## config.mk

```make
export PLATFORM = sky130hd
export DESIGN_NAME = adc_host_port
export DESIGN_NICKNAME = d
export VERILOG_FILES = /design/src/adc_host_port_pkg.sv /design/src/adc_host_port.sv
export VERILOG_INCLUDE_DIRS = /design/src
export SDC_FILE = /design/constraint.sdc
export NUM_CORES = 1
export LEC_CHECK = 0
export BUFFER_PORTS_ARGS = -buffer_cell sky130_fd_sc_hd__buf_4
export CORE_ASPECT_RATIO = 1.1
export CORE_MARGIN = 8
export CORE_UTILIZATION = 43
export DETAILED_ROUTE_END_ITERATION = 6
export GPL_ROUTABILITY_DRIVEN = 0
export SYNTH_ARGS = -nofsm -noshare
export SYNTH_HDL_FRONTEND = slang
export SYNTH_SLANG_ARGS = --single-unit
```

## constraint.sdc

```tcl
create_clock -name i_sys_clk -period 4.41 [get_ports i_sys_clk]
set_clock_uncertainty 0.1 [all_clocks]
set_input_delay 0.882 -clock i_sys_clk [delete_from_list [all_inputs] [get_ports i_sys_clk]]
set_output_delay 0.882 -clock i_sys_clk [all_outputs]
set_load 0.05 [all_outputs]
```

## src/adc_host_port_map.svh

```systemverilog
/*
  field positions, reset values, fifo depth and widths of the host port
  assumes: included by bare name from the design file
*/
`ifndef ADC_HOST_PORT_MAP_SVH
`define ADC_HOST_PORT_MAP_SVH

// ************************************************************
// bus and word layout
// ************************************************************
`define BUS_W          12
`define CTRL_W         10
`define CTRL_SEL_BIT   11
`define FIFO_DEPTH     16

// ************************************************************
// control register 1 fields
// ************************************************************
`define CR1_SOFT_RESET 0
`define CR1_DIR_MODE   6
`define CR1_READBACK   9

// ************************************************************
// reset values
// ************************************************************
`define CR0_RESET      10'h000
`define CR1_RESET      10'h030

`endif

```

## src/adc_host_port_pkg.sv

```systemverilog
/*
  types shared by the host port logic
  assumes: compiled before the design file
*/
package adc_host_port_pkg;
  // readback sequence after debug mode is switched on
  typedef enum logic [1:0] {RB_IDLE, RB_CR0, RB_CR1} readback_e;
endpackage

```

## src/adc_host_port.sv

```systemverilog
/*
  parallel host port: pin synchronisers, strobe decode, control registers,
  readback and a sample fifo feeding the read path
  assumes: one 200 MHz clock; pins are asynchronous to it
*/
`timescale 1ns/10ps
`include "adc_host_port_map.svh"
// ************************************************************
// sample fifo
// ************************************************************
module sample_fifo #(
  parameter int WIDTH = 12,
  parameter int DEPTH = 16
) (
  // clock and reset
  input  wire logic             i_sys_clk,
  input  wire logic             i_rst_n,
  // fill side
  input  wire logic [WIDTH-1:0] i_wr_data,
  input  wire logic             i_wr_valid,
  output logic                  o_wr_ready,
  // drain side
  output logic [WIDTH-1:0]      o_rd_data,
  output logic                  o_rd_valid,
  input  wire logic             i_rd_ready
);
  localparam int AW = $clog2(DEPTH);
  logic [WIDTH-1:0] mem [DEPTH];     // storage
  logic [AW-1:0]    wr_ptr_reg;      // next slot to fill
  logic [AW-1:0]    rd_ptr_reg;      // next slot to drain
  logic [AW:0]      count_reg;       // words held
  logic             push;
  logic             pop;
  assign o_wr_ready = (count_reg != (AW+1)'(DEPTH));
  assign o_rd_valid = (count_reg != '0);
  assign o_rd_data  = mem[rd_ptr_reg];
  assign push       = i_wr_valid && o_wr_ready;
  assign pop        = i_rd_ready && o_rd_valid;
  // storage write
  always_ff @(posedge i_sys_clk)
  begin
    if (push)
    begin
      mem[wr_ptr_reg] <= i_wr_data;
    end
  end
  // pointers and fill level
  always_ff @(posedge i_sys_clk)
  begin
    if (!i_rst_n)
    begin
      wr_ptr_reg <= '0;
      rd_ptr_reg <= '0;
      count_reg  <= '0;
    end
    else
    begin
      if (push)
      begin
        wr_ptr_reg <= wr_ptr_reg + 1'b1;
      end
      if (pop)
      begin
        rd_ptr_reg <= rd_ptr_reg + 1'b1;
      end
      count_reg <= count_reg + (AW+1)'(push) - (AW+1)'(pop);
    end
  end
endmodule
// ************************************************************
// host port top
// ************************************************************
module adc_host_port (
  // clock and reset
  input  wire logic               i_sys_clk,
  input  wire logic               i_rst_n,
  // host pins
  input  wire logic               i_select_low_active_n,
  input  wire logic               i_select_high_active,
  input  wire logic               i_read_n,
  input  wire logic               i_write_n,
  input  wire logic [`BUS_W-1:0]  i_data,
  output logic      [`BUS_W-1:0]  o_data,
  output logic                    o_data_oe,
  output logic                    o_sample_ready_flag,
  // conversion side samples
  input  wire logic [`BUS_W-1:0]  i_sample_data,
  input  wire logic               i_sample_valid,
  output logic                    o_sample_ready,
  // control words to the converter
  output logic      [`CTRL_W-1:0] o_ctrl0,
  output logic      [`CTRL_W-1:0] o_ctrl1
);
  // ************************************************************
  // pin synchronisers
  // ************************************************************
  localparam int SW = 4 + `BUS_W;
  logic [SW-1:0] meta_reg;             // first stage, read only by second
  logic [SW-1:0] sync_reg;             // second stage
  logic          cs_n;
  logic          cs;
  logic          rd_n;
  logic          wr_n;
  logic [`BUS_W-1:0] din;
  // two flops on every asynchronous pin
  always_ff @(posedge i_sys_clk)
  begin
    if (!i_rst_n)
    begin
      // idle pins: selects inactive, read and write high
      meta_reg <= {4'hB, `BUS_W'(0)};
      sync_reg <= {4'hB, `BUS_W'(0)};
    end
    else
    begin
      meta_reg <= {i_select_low_active_n, i_select_high_active, i_read_n, i_write_n, i_data};
      sync_reg <= meta_reg;
    end
  end
  assign {cs_n, cs, rd_n, wr_n, din} = sync_reg;
  // ************************************************************
  // strobe decode
  // ************************************************************
  logic [`CTRL_W-1:0] ctrl0_reg;       // control register 0
  logic [`CTRL_W-1:0] ctrl1_reg;       // control register 1
  logic               dir_mode;        // write pin acts as direction line
  logic               selected;        // both selects valid
  logic               internal_fetch_strobe;
  logic               internal_store_strobe;
  logic               fetch_reg;       // fetch strobe last cycle
  logic               store_reg;       // store strobe last cycle
  logic [`BUS_W-1:0]  store_word_reg;  // bus word during store strobe
  logic               fetch_rise;
  logic               store_fall;
  assign dir_mode = ctrl1_reg[`CR1_DIR_MODE];
  assign selected = !cs_n && cs;
  // fetch and store decode; in direction mode the read pin is ignored, select closes
  always_comb
  begin
    if (dir_mode)
    begin
      internal_fetch_strobe = selected && wr_n;
      internal_store_strobe = selected && !wr_n;
    end
    else
    begin
      internal_fetch_strobe = selected && !rd_n && wr_n;
      internal_store_strobe = selected && !wr_n && rd_n;
    end
  end

  assign fetch_rise = internal_fetch_strobe && !fetch_reg;
  assign store_fall = store_reg && !internal_store_strobe;
  // strobe history and bus word held through the store strobe
  always_ff @(posedge i_sys_clk)
  begin
    if (!i_rst_n)
    begin
      fetch_reg      <= 1'b0;
      store_reg      <= 1'b0;
      store_word_reg <= '0;
    end
    else
    begin
      fetch_reg <= internal_fetch_strobe;
      store_reg <= internal_store_strobe;
      if (internal_store_strobe)
      begin
        store_word_reg <= din;  // last word seen before strobe end
      end
    end
  end

  // ************************************************************
  // control registers
  // ************************************************************
  // loaded at store strobe end; soft reset bit restores defaults, cr1 keeping the soft reset bit set
  always_ff @(posedge i_sys_clk)
  begin
    if (!i_rst_n)
    begin
      ctrl0_reg <= `CR0_RESET;
      ctrl1_reg <= `CR1_RESET;
    end
    else if (store_fall)
    begin
      if (store_word_reg[`CTRL_SEL_BIT])
      begin
        ctrl1_reg <= store_word_reg[`CTRL_W-1:0];
        if (store_word_reg[`CR1_SOFT_RESET])
        begin
          ctrl0_reg <= `CR0_RESET;
          ctrl1_reg <= `CR1_RESET | `CTRL_W'(1);
        end
      end
      else
      begin
        ctrl0_reg <= store_word_reg[`CTRL_W-1:0];
      end
    end
  end

  assign o_ctrl0 = ctrl0_reg;
  assign o_ctrl1 = ctrl1_reg;
  // ************************************************************
  // readback sequence
  // ************************************************************
  adc_host_port_pkg::readback_e rb_state_reg;
  logic                         rb_on_reg;  // debug bit last cycle
  // first two reads after debug on return cr0 then cr1
  always_ff @(posedge i_sys_clk)
  begin
    if (!i_rst_n)
    begin
      rb_state_reg <= adc_host_port_pkg::RB_IDLE;
      rb_on_reg    <= 1'b0;
    end
    else
    begin
      rb_on_reg <= ctrl1_reg[`CR1_READBACK];
      if (ctrl1_reg[`CR1_READBACK] && !rb_on_reg)
      begin
        rb_state_reg <= adc_host_port_pkg::RB_CR0;
      end
      else if (fetch_rise)
      begin
        case (rb_state_reg)
          adc_host_port_pkg::RB_CR0: rb_state_reg <= adc_host_port_pkg::RB_CR1;
          adc_host_port_pkg::RB_CR1: rb_state_reg <= adc_host_port_pkg::RB_IDLE;
          default:                   rb_state_reg <= adc_host_port_pkg::RB_IDLE;
        endcase
      end
    end
  end

  // ************************************************************
  // sample fifo and read path
  // ************************************************************
  logic [`BUS_W-1:0] fifo_data;
  logic              fifo_valid;
  logic              fifo_pop;
  logic [`BUS_W-1:0] out_word_reg;  // word driven onto the bus
  logic              flag_reg;      // sample ready flag
  // samples drained only by a normal read strobe
  assign fifo_pop = fetch_rise && (rb_state_reg == adc_host_port_pkg::RB_IDLE);
  sample_fifo #(
    .WIDTH (`BUS_W),
    .DEPTH (`FIFO_DEPTH)
  ) u_fifo (
    .i_sys_clk  (i_sys_clk),
    .i_rst_n    (i_rst_n),
    .i_wr_data  (i_sample_data),
    .i_wr_valid (i_sample_valid),
    .o_wr_ready (o_sample_ready),
    .o_rd_data  (fifo_data),
    .o_rd_valid (fifo_valid),
    .i_rd_ready (fifo_pop)
  );
  // output word latched at each fetch strobe start
  always_ff @(posedge i_sys_clk)
  begin
    if (!i_rst_n)
    begin
      out_word_reg <= '0;
      o_data_oe    <= 1'b0;
      flag_reg     <= 1'b0;
    end
    else
    begin
      o_data_oe <= internal_fetch_strobe;
      flag_reg  <= fifo_valid && !internal_fetch_strobe && !fifo_pop;
      if (fetch_rise)
      begin
        case (rb_state_reg)
          adc_host_port_pkg::RB_CR0: out_word_reg <= `BUS_W'(ctrl0_reg);
          adc_host_port_pkg::RB_CR1: out_word_reg <= `BUS_W'(ctrl1_reg);
          default:                   out_word_reg <= fifo_data;
        endcase
      end
    end
  end

  assign o_data              = out_word_reg;
  assign o_sample_ready_flag = flag_reg;
endmodule

```

==> Word level (Yosys, flattened, before mapping) <==
Memories as Yosys holds them, arrays and structs flattened. A register that Yosys moved wholly into a read port is not among the register bits.
Cells that the tools add are included.
{ "totals": {"output_inout_bits": 35, "elab_cells": 66, "regBits": 95, "memories": 1, "in_bits": 31, "ram_bits": 192} }
{ "classes": {"muxes": 13, "n_addsub": 4, "eq_ne": 4, "bitwise_logic": 1, "n_reduce_logical": 28} }
{ "mem_list": {"columns": ["memory", "words", "word_bits", "read_ports", "rd_clocked_by_memory_dff", "wr", "line", "rtl"], "rows": [
  ["u_fifo.mem", 16, 12, 1, 1, 1, "adc_host_port.sv:28", "logic [WIDTH-1:0] mem [DEPTH];"]
]} }
{ "ops": {"columns": ["operator", "count"], "rows": [
  ["$mux 10", 3],
  ["$pmux 12 s2", 1],
  ["$logic_and 1x1->1", 14],
  ["$add 4x1->4 const B", 2],
  ["$logic_not 1->1", 8],
  ["$mux 4", 2],
  ["$mux 1", 6],
  ["$add 5x1->5", 1],
  ["$ne 5x5->1 const B", 1],
  ["$reduce_bool 5->1", 1],
  ["$sub 5x1->5", 1],
  ["$reduce_and 2->1", 2],
  ["$eq 2x1->1 const B", 1],
  ["$eq 2x2->1 const B", 1],
  ["$logic_not 2->1", 1],
  ["$mux 2", 1],
  ["$ne 2x2->1 const B", 1],
  ["$reduce_bool 2->1", 1],
  ["$reduce_or 2->1", 1],
  ["$not 1->1", 1]
]} }

==> Depth between registers and ports, before layout <==
Gate-level depths: netlist (run 1).
{ "depth": {"depth_word": 10, "ltp_mapped": 15, "mapped_depth_nobuf": 14} }

==> Modules after synthesis <==
From an unflattened synthesis (run 1), not the netlist that was laid out.
{ "unflattened": {"cells_unflattened": 711, "area_unflattened_um2": 11283.3} }
{ "modules_own_cells": {"columns": ["module", "area_each_um2", "n_inst", "seq_area_each_um2", "cells_per_inst"], "rows": [
  ["sample_fifo", 8350.5, 1, 6105.9, 404],
  ["adc_host_port", 2932.8, 1, 1581.5, 307]
]} }

==> Worst setup path before layout (run 1) <==
Ideal clock, no wire load.
{ "synth_timing": {"path_kind": "reg2reg", "startpoint": "register ctrl1_reg[6], in the netlist o_ctrl1[6]", "endpoint": "register u_fifo.count_reg[4]", "arrival_time_ps": 3105, "path_stages_with_launch": 15, "period_less_slack_ps": 3335, "path_slack_ps": 1075, "required_time_ps": 4180, "cell_sequence": "dfxtp_1 -> nor2b_1 -> or4_4 -> buf_6 -> clkbuf_1 -> nor2_1 -> ha_1 -> inv_1 -> ha_1 -> inv_1 -> fa_1 -> nand2b_1 -> a21oi_1 -> o21ai_0 -> nor3b_1"} }
{ "synth_between": {"elab_chain_len": 5} }
{ "synth_rtl": {"columns": ["element", "line", "rtl"], "rows": [
  ["start, declared", "adc_host_port.sv:125", "logic [`CTRL_W-1:0] ctrl1_reg;"],
  ["start signal, assigned", "adc_host_port.sv:183", "ctrl1_reg <= `CR1_RESET;"],
  ["start signal, assigned", "adc_host_port.sv:189", "ctrl1_reg <= store_word_reg[`CTRL_W-1:0];"],
  ["start signal, assigned", "adc_host_port.sv:193", "ctrl1_reg <= `CR1_RESET | `CTRL_W'(1);"],
  ["$mux 1", "adc_host_port.sv:140", "if (dir_mode)"],
  ["$logic_and 1x1->1", "adc_host_port.sv:152", "assign fetch_rise = internal_fetch_strobe && !fetch_reg;"],
  ["$logic_and 1x1->1", "adc_host_port.sv:245", "assign fifo_pop = fetch_rise && (rb_state_reg == adc_host_port_pkg::RB_IDLE);"],
  ["$logic_and 1x1->1", "adc_host_port.sv:38", "assign pop = i_rd_ready && o_rd_valid;"],
  ["named net u_fifo.pop", "adc_host_port.sv:33", "logic pop;"],
  ["$sub 5x1->5", "adc_host_port.sv:66", "count_reg <= count_reg + (AW+1)'(push) - (AW+1)'(pop);"],
  ["end signal, assigned", "adc_host_port.sv:66", null],
  ["end, declared", "adc_host_port.sv:31", "logic [AW:0] count_reg;"]
]} }
The timed path passes the listed nets, and every way through them passes these cells.
A chain may end at the register's enable or synchronous reset.

==> Worst setup path in the final report (run 1) <==
{ "layout_timing": {"startpoint": "register u_fifo.count_reg[3]", "endpoint": "register u_fifo.count_reg[4]"} }
{ "layout_rtl": {"columns": ["element", "line", "rtl"], "rows": [
  ["$reduce_bool 5->1", "adc_host_port.sv:35", "assign o_rd_valid = (count_reg != '0);"],
  ["$logic_and 1x1->1", "adc_host_port.sv:38", null],
  ["named net u_fifo.pop", "adc_host_port.sv:33", null],
  ["$sub 5x1->5", "adc_host_port.sv:66", null]
]} }
The timed path passes the listed nets, and every way through them passes these cells.

==> results of run 1 <==
routing by layer:
metal  vias up  routed length (um)
met5         -                   0
met2       184               12500
li1       2931                   -
met1      3200               10500
met4         0                 425
met3        32                1430
cells by family after synthesis:
group,count (synthesis),synth area share (%)
buffers and inverters,62,2.54
adder cells (fa/ha/maj),15,1.75
multiplexers,70,10.6
flip-flops,288,69.1
XOR/XNOR,6,0.472
AND/OR/NAND/NOR,195,9.39
AO/OA/AOI/OAI,92,6.23
layout make-up:
cell class                 count  share of cell area (%)
inverter                      17                   0.492
tap                          346                    3.34
sequential                   288                    59.3
multi-input combinational    378                    24.4
timing repair buffer          89                    5.15
clock buffer                  49                    6.94
clock inverter                 4                   0.376
how the worst min path moves through the flow:
| stage | start | end | slack, ps | cells past startpoint |
|---|---|---|---|---|
| 2_1_floorplan | meta_reg[12] | sync_reg[12] | 290 | 1 |
| 3_3_place_gp | meta_reg[15] | sync_reg[15] | 310 | 1 |
| 3_5_place_dp | meta_reg[15] | sync_reg[15] | 300 | 1 |
| 4_1_cts | meta_reg[13] | sync_reg[13] | 320 | 1 |
| 5_1_grt | meta_reg[13] | sync_reg[13] | 340 | 1 |
| 6_report | meta_reg[15] | sync_reg[15] | 320 | 1 |
through the flow:
stage	setup WS, ps	hold slack, ps
2_1_floorplan	1070	286
3_3_place_gp	1170	309
3_5_place_dp	998	297
4_1_cts	979	324
5_1_grt	767	339
6_report	988	322
report_power, final:
group / switching, mW / internal, mW / leakage, nW
Clock: 0.957 / 1.44 / 0.468
Combinational: 0.250 / 0.158 / 1.35
Sequential: 0.0361 / 2.97 / 2.52
Total: 1.24 / 4.56 / 4.33
worst max-delay path, delay by kind of cell, from the launching register on:
| kind | cells | cell delay, ps |
|---|---|---|
| simple gates | 6 | 1430 |
| compound gates | 1 | 190 |
| buf+inv | 3 | 210 |
| flops | 1 | 320 |
| fa+ha+maj | 4 | 1090 |
layout by cell type, fill, tap and decap left out, types with 5 or more instances in the layout:
cell type  netlist  routed
edfxtp_1       192     192
dfxtp_1         96      95
buf_4            5      89
nor2_1          46      46
mux4_2          38      38
mux2i_1         32      32
clkbuf_16        0      29
nand3_1         27      27
and2_1          27      27
nand2_1         25      25
a22oi_1         22      22
a21oi_1         20      20
inv_1           16      16
nand2b_1        16      16
ha_1            14      14
clkbuf_1        26      10
clkbuf_8         0      10
nor3_1           9       8
o211ai_1         8       8
nand3b_1         7       7
nand4_1          6       6
or3_1            6       6
nor2b_1          5       5
or2_2            5       5
a41oi_1          5       5
a221o_1          5       5
a22o_1           5       5
a31oi_1          5       5
a221oi_1         5       5
or4_1            5       5
==> summary.txt, run 1 <==
Outcome
  • Outcome: completed

Yosys
  • EDFF count, synth: ~190
  • Avg Synthesized Cell Area: approximately 15 um^2
  • Post-Syn Instances: roughly 730
  • Count leader, synth: edfxtp_1
  • Post-synth net total: around 770
  • Post-synth top cells: edfxtp_1 (192), dfxtp_1 (96), nor2_1 (46), mux4_2 (38), mux2i_1 (32)
  • Register area share after synthesis: between 60 and 70%
  • Post-synth ARST share: 0%
  • Top post-synthesis cells by area: edfxtp_1 (52%), dfxtp_1 (17%), mux4_2 (7.7%)
  • Most common flop cell mapped by yosys: edfxtp_1
  • Yosys cell types: 50
  • FF+latch count, synth: approximately 290
  • Post-Syn Area: approximately 0.011 mm^2
  • Synth top area share: about 52%
  • Cell taking the most area after synthesis: edfxtp_1
  • Yosys warning count: 0

Clock tree
  • CTS tree: yes
  • CTS Buffer Depth: 3
  • Postcts setup bufs: 0
  • Post-CTS Resized: 0
  • Root buf cell: clkbuf_16
  • Reg clk slew, reported paths: around 60 ps
  • Htree depth: 1
  • CTS Buf Count: 29
  • Cts hold-fix bufs: 0
  • CTS sink cnt: between 200 and 300
  • Later-pin clock latency in the skew report: roughly 540 ps

GRT
  • Vias in the first global route: roughly 6500
  • GR Util met1: 19.4%
  • Met2 usage: roughly 28%
  • Initial antenna violation count: 0
  • GR peak layer: met2
  • Gr usage total: between 10% and 20%
  • GR Layer Usage met3: around 3.0%
  • Grt ovf: 0
  • Largest net degree at the start of global routing: 60
  • First-pass GRT wire length: roughly 38 mm

Place
  • Final HPWL DP: between 15 and 20 mm
  • Cell count after placement: around 1100
  • I/O Buffers: 64
  • Placed cell areas: about 0.012 mm^2

Layout
  • Area of the multi-input gates: 0.00317 mm^2
  • FILL cells: 2126
  • Area grow syn2layout: 16.6%
  • Final cell count without fillers: around 1200
  • Flip-flop count of the largest register after layout: approximately 190
  • Final nets: 849
  • Diode count: 0
  • Finished layout cell area: roughly 0.013 mm^2
  • Final core utilization: between 50% and 60%
  • Share of layout cells above drive strength 1: between 20% and 30%
  • Reg area: roughly 0.0077 mm^2

Floorplanning
  • Die Span Y: roughly 180 um
  • Die ar.: roughly 0.031 mm^2
  • Initial Util: between 40 and 50%
  • Total core area: between 0.02 and 0.03 mm^2
  • Top Ports: 66
  • Row Count: 61
  • Die W: around 170 um

Detailed routing
  • DRC: 0
  • Final WL: about 25 mm
  • Via/cell ratio: ~5.4
  • Vias: ~6300
  • Pre-antenna DRT Iters: 5
  • Avg WL per Cell: approximately 21 um
  • Detail Route Antenna Nets: 0
  • First-iteration detailed-routing DRC count: between 400 and 500

Worst setup path
  • Worst EP arrival: 3770 ps
  • Slowest cell on crit path: or4b_2
  • Critical Path RT: 4760 ps
  • Critical Path Source: u_fifo.count_reg[3]
  • Flop2flop setup slack: 990 ps
  • FF-to-FF path depth: 14
  • Reg-to-Reg End: u_fifo.count_reg[4]
  • Worst setup path endpoint: u_fifo.count_reg[4]
  • Setup crit start kind: register
  • CP cell instances: inv_1, ha_1, or4b_2, nand2_1, nor2_1, ha_1, inv_1, ha_1, inv_1, fa_1, nand2b_1, a21oi_1, nor3_1, nor3b_1
  • Crit-path max FO: 8
  • Crit path kind: reg -> reg
  • Crit path largest cell delay: around 650 ps
  • R2R Path Start: u_fifo.count_reg[3]
  • Setup crit end kind: register

Timing
  • Setup TNS Final: 0 ps
  • Final Cycle Share: 77.6%
  • Relative slew margins: between 20 and 25%
  • Fin crit period: 3420 ps
  • Final Hold Vio Count: 0
  • Finish-stage setup viols: 0
  • Max frequency: around 290 MHz
  • Max-slew violation count: 0
  • RSZ-0062 raised after global routing: no
  • Slew @ Worst Pin: 1160 ps

Pwr
  • Power Dens Cells: around 450 mW/mm^2
  • VDD IR max: 0.365 mV
  • Leakage: 4.33 nW
  • Final Power: approximately 5.8 mW

Flow run
  • Max-cap violations: 0

Worst hold path
  • Hold crit path type: reg -> reg
(Power assumes the default switching activity.)
==> inputs of run 2 (changes only) <==
Clock period 4.41 ns to 3.2 ns, I/O delays scaled along.
==> run 2 against run 1 <==
Critical path depth stayed put. Cell area up 1.1%. Sequential power rose by 38%. Hold slack lost 130 ps. Largest cell class unchanged.
==> summary.txt, run 2 (synthesis gave the netlist of run 1 again) <==
Outcome
  • Outcome: completed (unchanged)

Detailed routing
  • Avg WL per Cell: 21.3 um (was 21.2 um)
  • Metal2 WL: 12.4 mm (was 12.5 mm)
  • First-iteration detailed-routing DRC count: 514 (was 475)
  • Vias: 6369 (was 6347)
  • Pre-antenna DRT Iters: 5 (unchanged)
  • Routed wl met3: 1.53 mm (was 1.43 mm)
  • DR top layer: met4 (unchanged)
  • Detail Route Antenna Nets: 0 (unchanged)
  • Final WL: 25.2 mm (was 24.8 mm)
  • M1 WL: 10.6 mm (was 10.5 mm)
  • DRC: 0 (unchanged)
  • Via/cell ratio: 5.40 (was 5.42)

Worst setup path
  • Flop2flop setup slack: 250 ps (was 990 ps)
  • Worst EP arrival: 3270 ps (was 3770 ps)
  • Worst setup path endpoint: u_fifo.count_reg[4] (unchanged)
  • Reg-to-Reg End: u_fifo.count_reg[4] (unchanged)
  • Critical Path Source: u_fifo.count_reg[3] (unchanged)
  • Crit path kind: reg -> reg (unchanged)
  • Crit-path max FO: 3 (was 8)
  • Setup crit end kind: register (unchanged)
  • R2R Path Start: u_fifo.count_reg[3] (unchanged)
  • Critical Path RT: 3520 ps (was 4760 ps)
  • FF-to-FF path depth: 14 (unchanged)
  • Setup crit start kind: register (unchanged)

Timing
  • Slew @ Worst Pin: 879 ps (was 1160 ps)
  • Fin crit period: 2950 ps (was 3420 ps)
  • Finish-stage setup viols: 0 (unchanged)
  • Final Hold Vio Count: 0 (unchanged)
  • Max frequency: 339 MHz (was 292 MHz)
  • Setup TNS Final: 0 ps (unchanged)
  • Final Cycle Share: 92.3% (was 77.6%)
  • Relative slew margins: 41.2% (was 22.4%)
  • RSZ-0062 raised after global routing: no (unchanged)
  • Max-slew violation count: 0 (unchanged)
  • Hold_ws: 187 ps (was 322 ps)

GRT
  • Initial antenna violation count: 0 (unchanged)
  • Largest net degree at the start of global routing: 59 (was 60)
  • Gr usage total: 16.1% (was 15.7%)
  • Vias in the first global route: 6596 (was 6458)
  • Grt ovf: 0 (unchanged)
  • First-pass GRT wire length: 38.8 mm (was 37.9 mm)

Floorplanning
  • Top Ports: 66 (unchanged)
  • Row Count: 61 (unchanged)
  • Die W: 169 um (unchanged)
  • Total core area: 0.0253 mm^2 (unchanged)
  • Initial Util: 43.9% (unchanged)
  • Die Span Y: 185 um (unchanged)
  • Die ar.: 0.0313 mm^2 (unchanged)

Layout
  • Flip-flop count of the largest register after layout: 192 (unchanged)
  • Final nets: 857 (was 849)
  • Most frequent cells in the layout: edfxtp_1 (192), buf_4 (95), dfxtp_1 (94), nor2_1 (46), mux4_2 (38) (was edfxtp_1 (192), dfxtp_1 (95), buf_4 (89), nor2_1 (46), mux4_2 (38))
  • Most common cell after layout, fill and taps aside: edfxtp_1 (unchanged)
  • Area grow syn2layout: 17.8% (was 16.6%)
  • Diode count: 0 (unchanged)
  • Final core utilization: 51.8% (was 51.2%)
  • Share of layout cells above drive strength 1: 24.1% (was 22.7%)

Pwr
  • VDD IR max: 0.395 mV (was 0.365 mV)
  • Leakage: 4.39 nW (was 4.33 nW)
  • Power Dens Cells: 631 mW/mm^2 (was 447 mW/mm^2)

Flow run
  • Max-cap violations: 0 (unchanged)

Clock tree
  • Postcts setup bufs: 0 (unchanged)
  • Later-pin clock latency in the skew report: 550 ps (was 540 ps)
  • CTS Buf Count: 30 (was 29)
  • CTS Buffer Depth: 3 (unchanged)
  • CTS sink cnt: 288 (unchanged)
  • Htree depth: 1 (unchanged)
  • CTS tree: yes (unchanged)
  • Reg clk slew, reported paths: 60 ps (about the same)
  • Root buf cell: clkbuf_16 (unchanged)

Place
  • Final HPWL DP: 16.1 mm (was 16.2 mm)
  • I/O Buffers: 64 (unchanged)

Worst hold path
  • Hold crit path type: in -> reg (was reg -> reg)
==> run 2: cell types whose count changed in the layout (fill, tap and decap cells not counted), sizes merged <==
cell | before | now
bufinv | 1 | 5
clkinvlp | 0 | 5
inv | 17 | 16
buf | 89 | 96
clkinv | 3 | 10
clkbuf | 49 | 36
==> run 2: where the power goes <==
| group | leakage (nW) | switching (mW) | total (mW) | internal (mW) |
|---|---|---|---|---|
| clock | 0.485 | 1.38 | 3.53 | 2.15 |
| sequential | 2.52 | 0.0455 | 4.14 | 4.09 |
| combinational | 1.39 | 0.365 | 0.608 | 0.243 |
==> run 2: per-layer routing <==
metal,vias up,track usage (%)
li1,2952,-
met3,40,3.12
met2,191,27.5
met1,3186,20.3
met4,0,5.46
met5,-,0
==> run 2: critical path, cell delays in order, from the launching register on <==
cell and delay [ps]:
dfxtp_1 320, inv_1 100, ha_1 170, or4b_4 490, nand2_2 90, nor2_1 40, ha_1 280, inv_1 60
ha_1 170, inv_1 70, fa_2 370, nand2b_1 170, a21oi_2 150, o21ai_0 90, nor3b_1 150
==> run 2: cell type report <==
cell class / count / area [um^2]
Clock buffer: 36 / 795
Clock inverter: 19 / 215
Fill cell: 2152 / 12200
Inverter: 17 / 63.8
Multi-Input combinational cell: 378 / 3190
Sequential cell: 288 / 7690
Tap cell: 346 / 433
Timing Repair Buffer: 96 / 733
==> run 2: timing repair <==
item,in CTS,in global routing
gates resized for setup,1,3
hold buffers,0,0
hold endpoints to repair,0,0
endpoints found under the setup margin,1,1
==> run 2: worst min-delay path by stage <==
| stage | startpoint | endpoint | slack, ps | cells after the start |
|---|---|---|---|---|
| after global routing | i_read_n | meta_reg[13] | 180 | 2 |
| after global placement | meta_reg[4] | sync_reg[4] | 320 | 1 |
| final | i_read_n | meta_reg[13] | 190 | 2 |
| after detailed placement | meta_reg[12] | sync_reg[12] | 300 | 1 |
| after floorplan | meta_reg[12] | sync_reg[12] | 290 | 1 |
| after CTS | i_data[4] | meta_reg[4] | 160 | 2 |
==> run 2: stage by stage <==
step / worst slack (ps) / instances / instance area, um^2 / power [mW]
4_1_cts: 129 / 1180 / 13100 / 8.35
2_1_floorplan: 53.3 / 728 / 11100 / 4.57
3_3_place_gp: 138 / 1125 / 12100 / 4.77
6_report: 247 / 1180 / 13100 / 8.28
5_1_grt: 7.10 / 1180 / 13100 / 8.57
3_5_place_dp: -29.7 / 1125 / 12100 / 4.81
==> inputs of run 3 (changes only) <==
Settings changed: CTS_BUF_LIST from default to sky130_fd_sc_hd__clkbuf_4 sky130_fd_sc_hd__clkbuf_8.
==> run 3 against run 2 <==
Hold slack better by 5.5 ps. Fmax hardly changed. Critical path depth stayed put. Combinational power hardly changed. First-iteration DRC count is 6.8% lower. Sequential power hardly changed. Via count is 2.0% higher.
==> summary.txt, run 3 (synthesis gave the netlist of run 1 again) <==
Outcome
  • Outcome: completed (unchanged)

Layout
  • Most common cell after layout, fill and taps aside: edfxtp_1 (unchanged)
  • Reg area: 0.00769 mm^2 (unchanged)
  • Most frequent cells in the layout: edfxtp_1 (192), buf_4 (95), dfxtp_1 (94), clkbuf_8 (63), nor2_1 (46) (was edfxtp_1 (192), buf_4 (95), dfxtp_1 (94), nor2_1 (46), mux4_2 (38))
  • Final nets: 875 (was 857)
  • FILL cells: 2186 (was 2152)
  • Area grow syn2layout: 18.2% (was 17.8%)
  • Share of layout cells above drive strength 1: 27.9% (was 24.1%)
  • Diode count: 0 (unchanged)
  • Flip-flop count of the largest register after layout: 192 (unchanged)
  • Area of the multi-input gates: 0.00319 mm^2 (unchanged)

Floorplanning
  • Row Count: 61 (unchanged)
  • Die Span Y: 185 um (unchanged)
  • Die W: 169 um (unchanged)
  • Die ar.: 0.0313 mm^2 (unchanged)
  • Total core area: 0.0253 mm^2 (unchanged)
  • Top Ports: 66 (unchanged)
  • Initial Util: 43.9% (unchanged)

Timing
  • Fin crit period: 2950 ps (about the same)
  • Max frequency: 339 MHz (about the same)
  • Finish-stage setup viols: 0 (unchanged)
  • Hold_ws: 193 ps (was 187 ps)
  • Setup TNS Final: 0 ps (unchanged)
  • Relative slew margins: 37.3% (was 41.2%)
  • Max-slew violation count: 0 (unchanged)
  • RSZ-0062 raised after global routing: no (unchanged)
  • Slew @ Worst Pin: 937 ps (was 879 ps)
  • Final Hold Vio Count: 0 (unchanged)
  • Final Cycle Share: 92.2% (was 92.3%)

GRT
  • First-pass GRT wire length: 39.3 mm (was 38.8 mm)
  • Largest net degree at the start of global routing: 59 (unchanged)
  • Initial antenna violation count: 0 (unchanged)
  • Grt ovf: 0 (unchanged)
  • Vias in the first global route: 6856 (was 6596)
  • Gr usage total: 16.4% (was 16.1%)

Clock tree
  • CTS Buffer Depth: 3 (unchanged)
  • CTS Buf Count: 48 (was 30)
  • Later-pin clock latency in the skew report: 560 ps (was 550 ps)
  • Cts hold-fix bufs: 0 (unchanged)
  • CTS tree: yes (unchanged)
  • Reg clk slew, reported paths: 50 ps (was 60 ps)
  • Htree depth: 2 (was 1)
  • Root buf cell: clkbuf_8 (was clkbuf_16)
  • CTS sink cnt: 288 (unchanged)
  • Postcts setup bufs: 0 (unchanged)

Detailed routing
  • Detail Route Antenna Nets: 0 (unchanged)
  • DRC: 0 (unchanged)
  • Pre-antenna DRT Iters: 4 (was 5)
  • Avg WL per Cell: 21.0 um (was 21.3 um)
  • First-iteration detailed-routing DRC count: 479 (was 514)
  • Via/cell ratio: 5.36 (was 5.40)
  • Vias: 6496 (was 6369)
  • Final WL: 25.4 mm (was 25.2 mm)

Place
  • I/O Buffers: 64 (unchanged)
  • Final HPWL DP: 16.1 mm (unchanged)

Worst setup path
  • Crit-path max FO: 3 (unchanged)
  • Critical Path RT: 3510 ps (was 3520 ps)
  • Worst EP arrival: 3260 ps (was 3270 ps)
  • Crit path kind: reg -> reg (unchanged)
  • Setup crit start kind: register (unchanged)
  • Setup crit end kind: register (unchanged)

Pwr
  • Leakage: 4.46 nW (was 4.39 nW)
  • Final Power: 8.15 mW (was 8.28 mW)
  • VDD IR max: 0.265 mV (was 0.395 mV)
  • Power Dens Cells: 620 mW/mm^2 (was 631 mW/mm^2)

Flow run
  • Max-cap violations: 0 (unchanged)

Worst hold path
  • Hold crit path type: in -> reg (unchanged)
==> run 3: cell count changes in the layout (fill, tap and decap cells not counted), moves of 4 or more <==
| cell | before | now |
|---|---|---|
| clkbuf_8 | 0 | 63 |
| clkbuf_1 | 5 | 0 |
| bufinv_16 | 5 | 0 |
| clkinvlp_2 | 5 | 0 |
| clkinv_2 | 5 | 1 |
| clkinv_1 | 5 | 1 |
| clkbuf_16 | 31 | 0 |
| clkbuf_4 | 0 | 21 |
==> run 3: path summary, 6_finish.rpt <==
kind,end,start,cells past startpoint,slack (ps)
worst max-delay path,u_fifo.count_reg[4],u_fifo.count_reg[3],14,250
worst min-delay path,meta_reg[13],i_read_n,2,190
worst max register to register,u_fifo.count_reg[4],u_fifo.count_reg[3],14,250
worst min register to register,sync_reg[3],meta_reg[3],1,330
==> run 3: critical path, stage by stage (launching register included) <==
cell and delay (ps):
dfxtp_1 320, inv_1 100, ha_1 170, or4b_4 490, nand2_2 100, nor2_1 40, ha_1 280, inv_1 60
ha_1 170, inv_1 70, fa_2 370, nand2b_1 170, a21oi_2 150, o21ai_0 90, nor3b_1 150
==> run 3: report_power, final <==
group          internal (mW)  switching [mW]
combinational          0.243           0.365
sequential              4.09          0.0449
clock                   2.00            1.41
==> run 3: metrics by stage <==
stage               instance area, um^2  util, %  setup slack (ps)  std cells
global route                      13200     51.9              7.52       1212
finish                            13200     51.9               249       1212
global placement                  12100     47.7               138       1125
CTS                               13100     51.9               130       1212
detailed placement                12100     47.7             -29.7       1125
floorplan                         11100        -              53.3        728
==> run 3: what timing repair did <==
item / in CTS / in global routing
pin swaps: 0 / 0
setup endpoints to repair: 1 / 1
resized for setup: 1 / 3
gates cloned: 0 / 0
==> run 3: cell type report <==
class / instances / share of cell area, %
flip-flops and latches: 288 / 58.5
well taps: 346 / 3.29
clock buffers: 84 / 7.79
inverters: 17 / 0.485
multi-input cells: 378 / 24.2
repair buffers: 96 / 5.57
clock inverters: 3 / 0.162
==> run 3: layer usage <==
| layer | track usage, % | share of wire [%] |
|---|---|---|
| met1 | 19.9 | 42 |
| met2 | 27.3 | 48 |
| met3 | 4.30 | 6.4 |
| met4 | 6.77 | 3.1 |
| met5 | 0 | 0 |
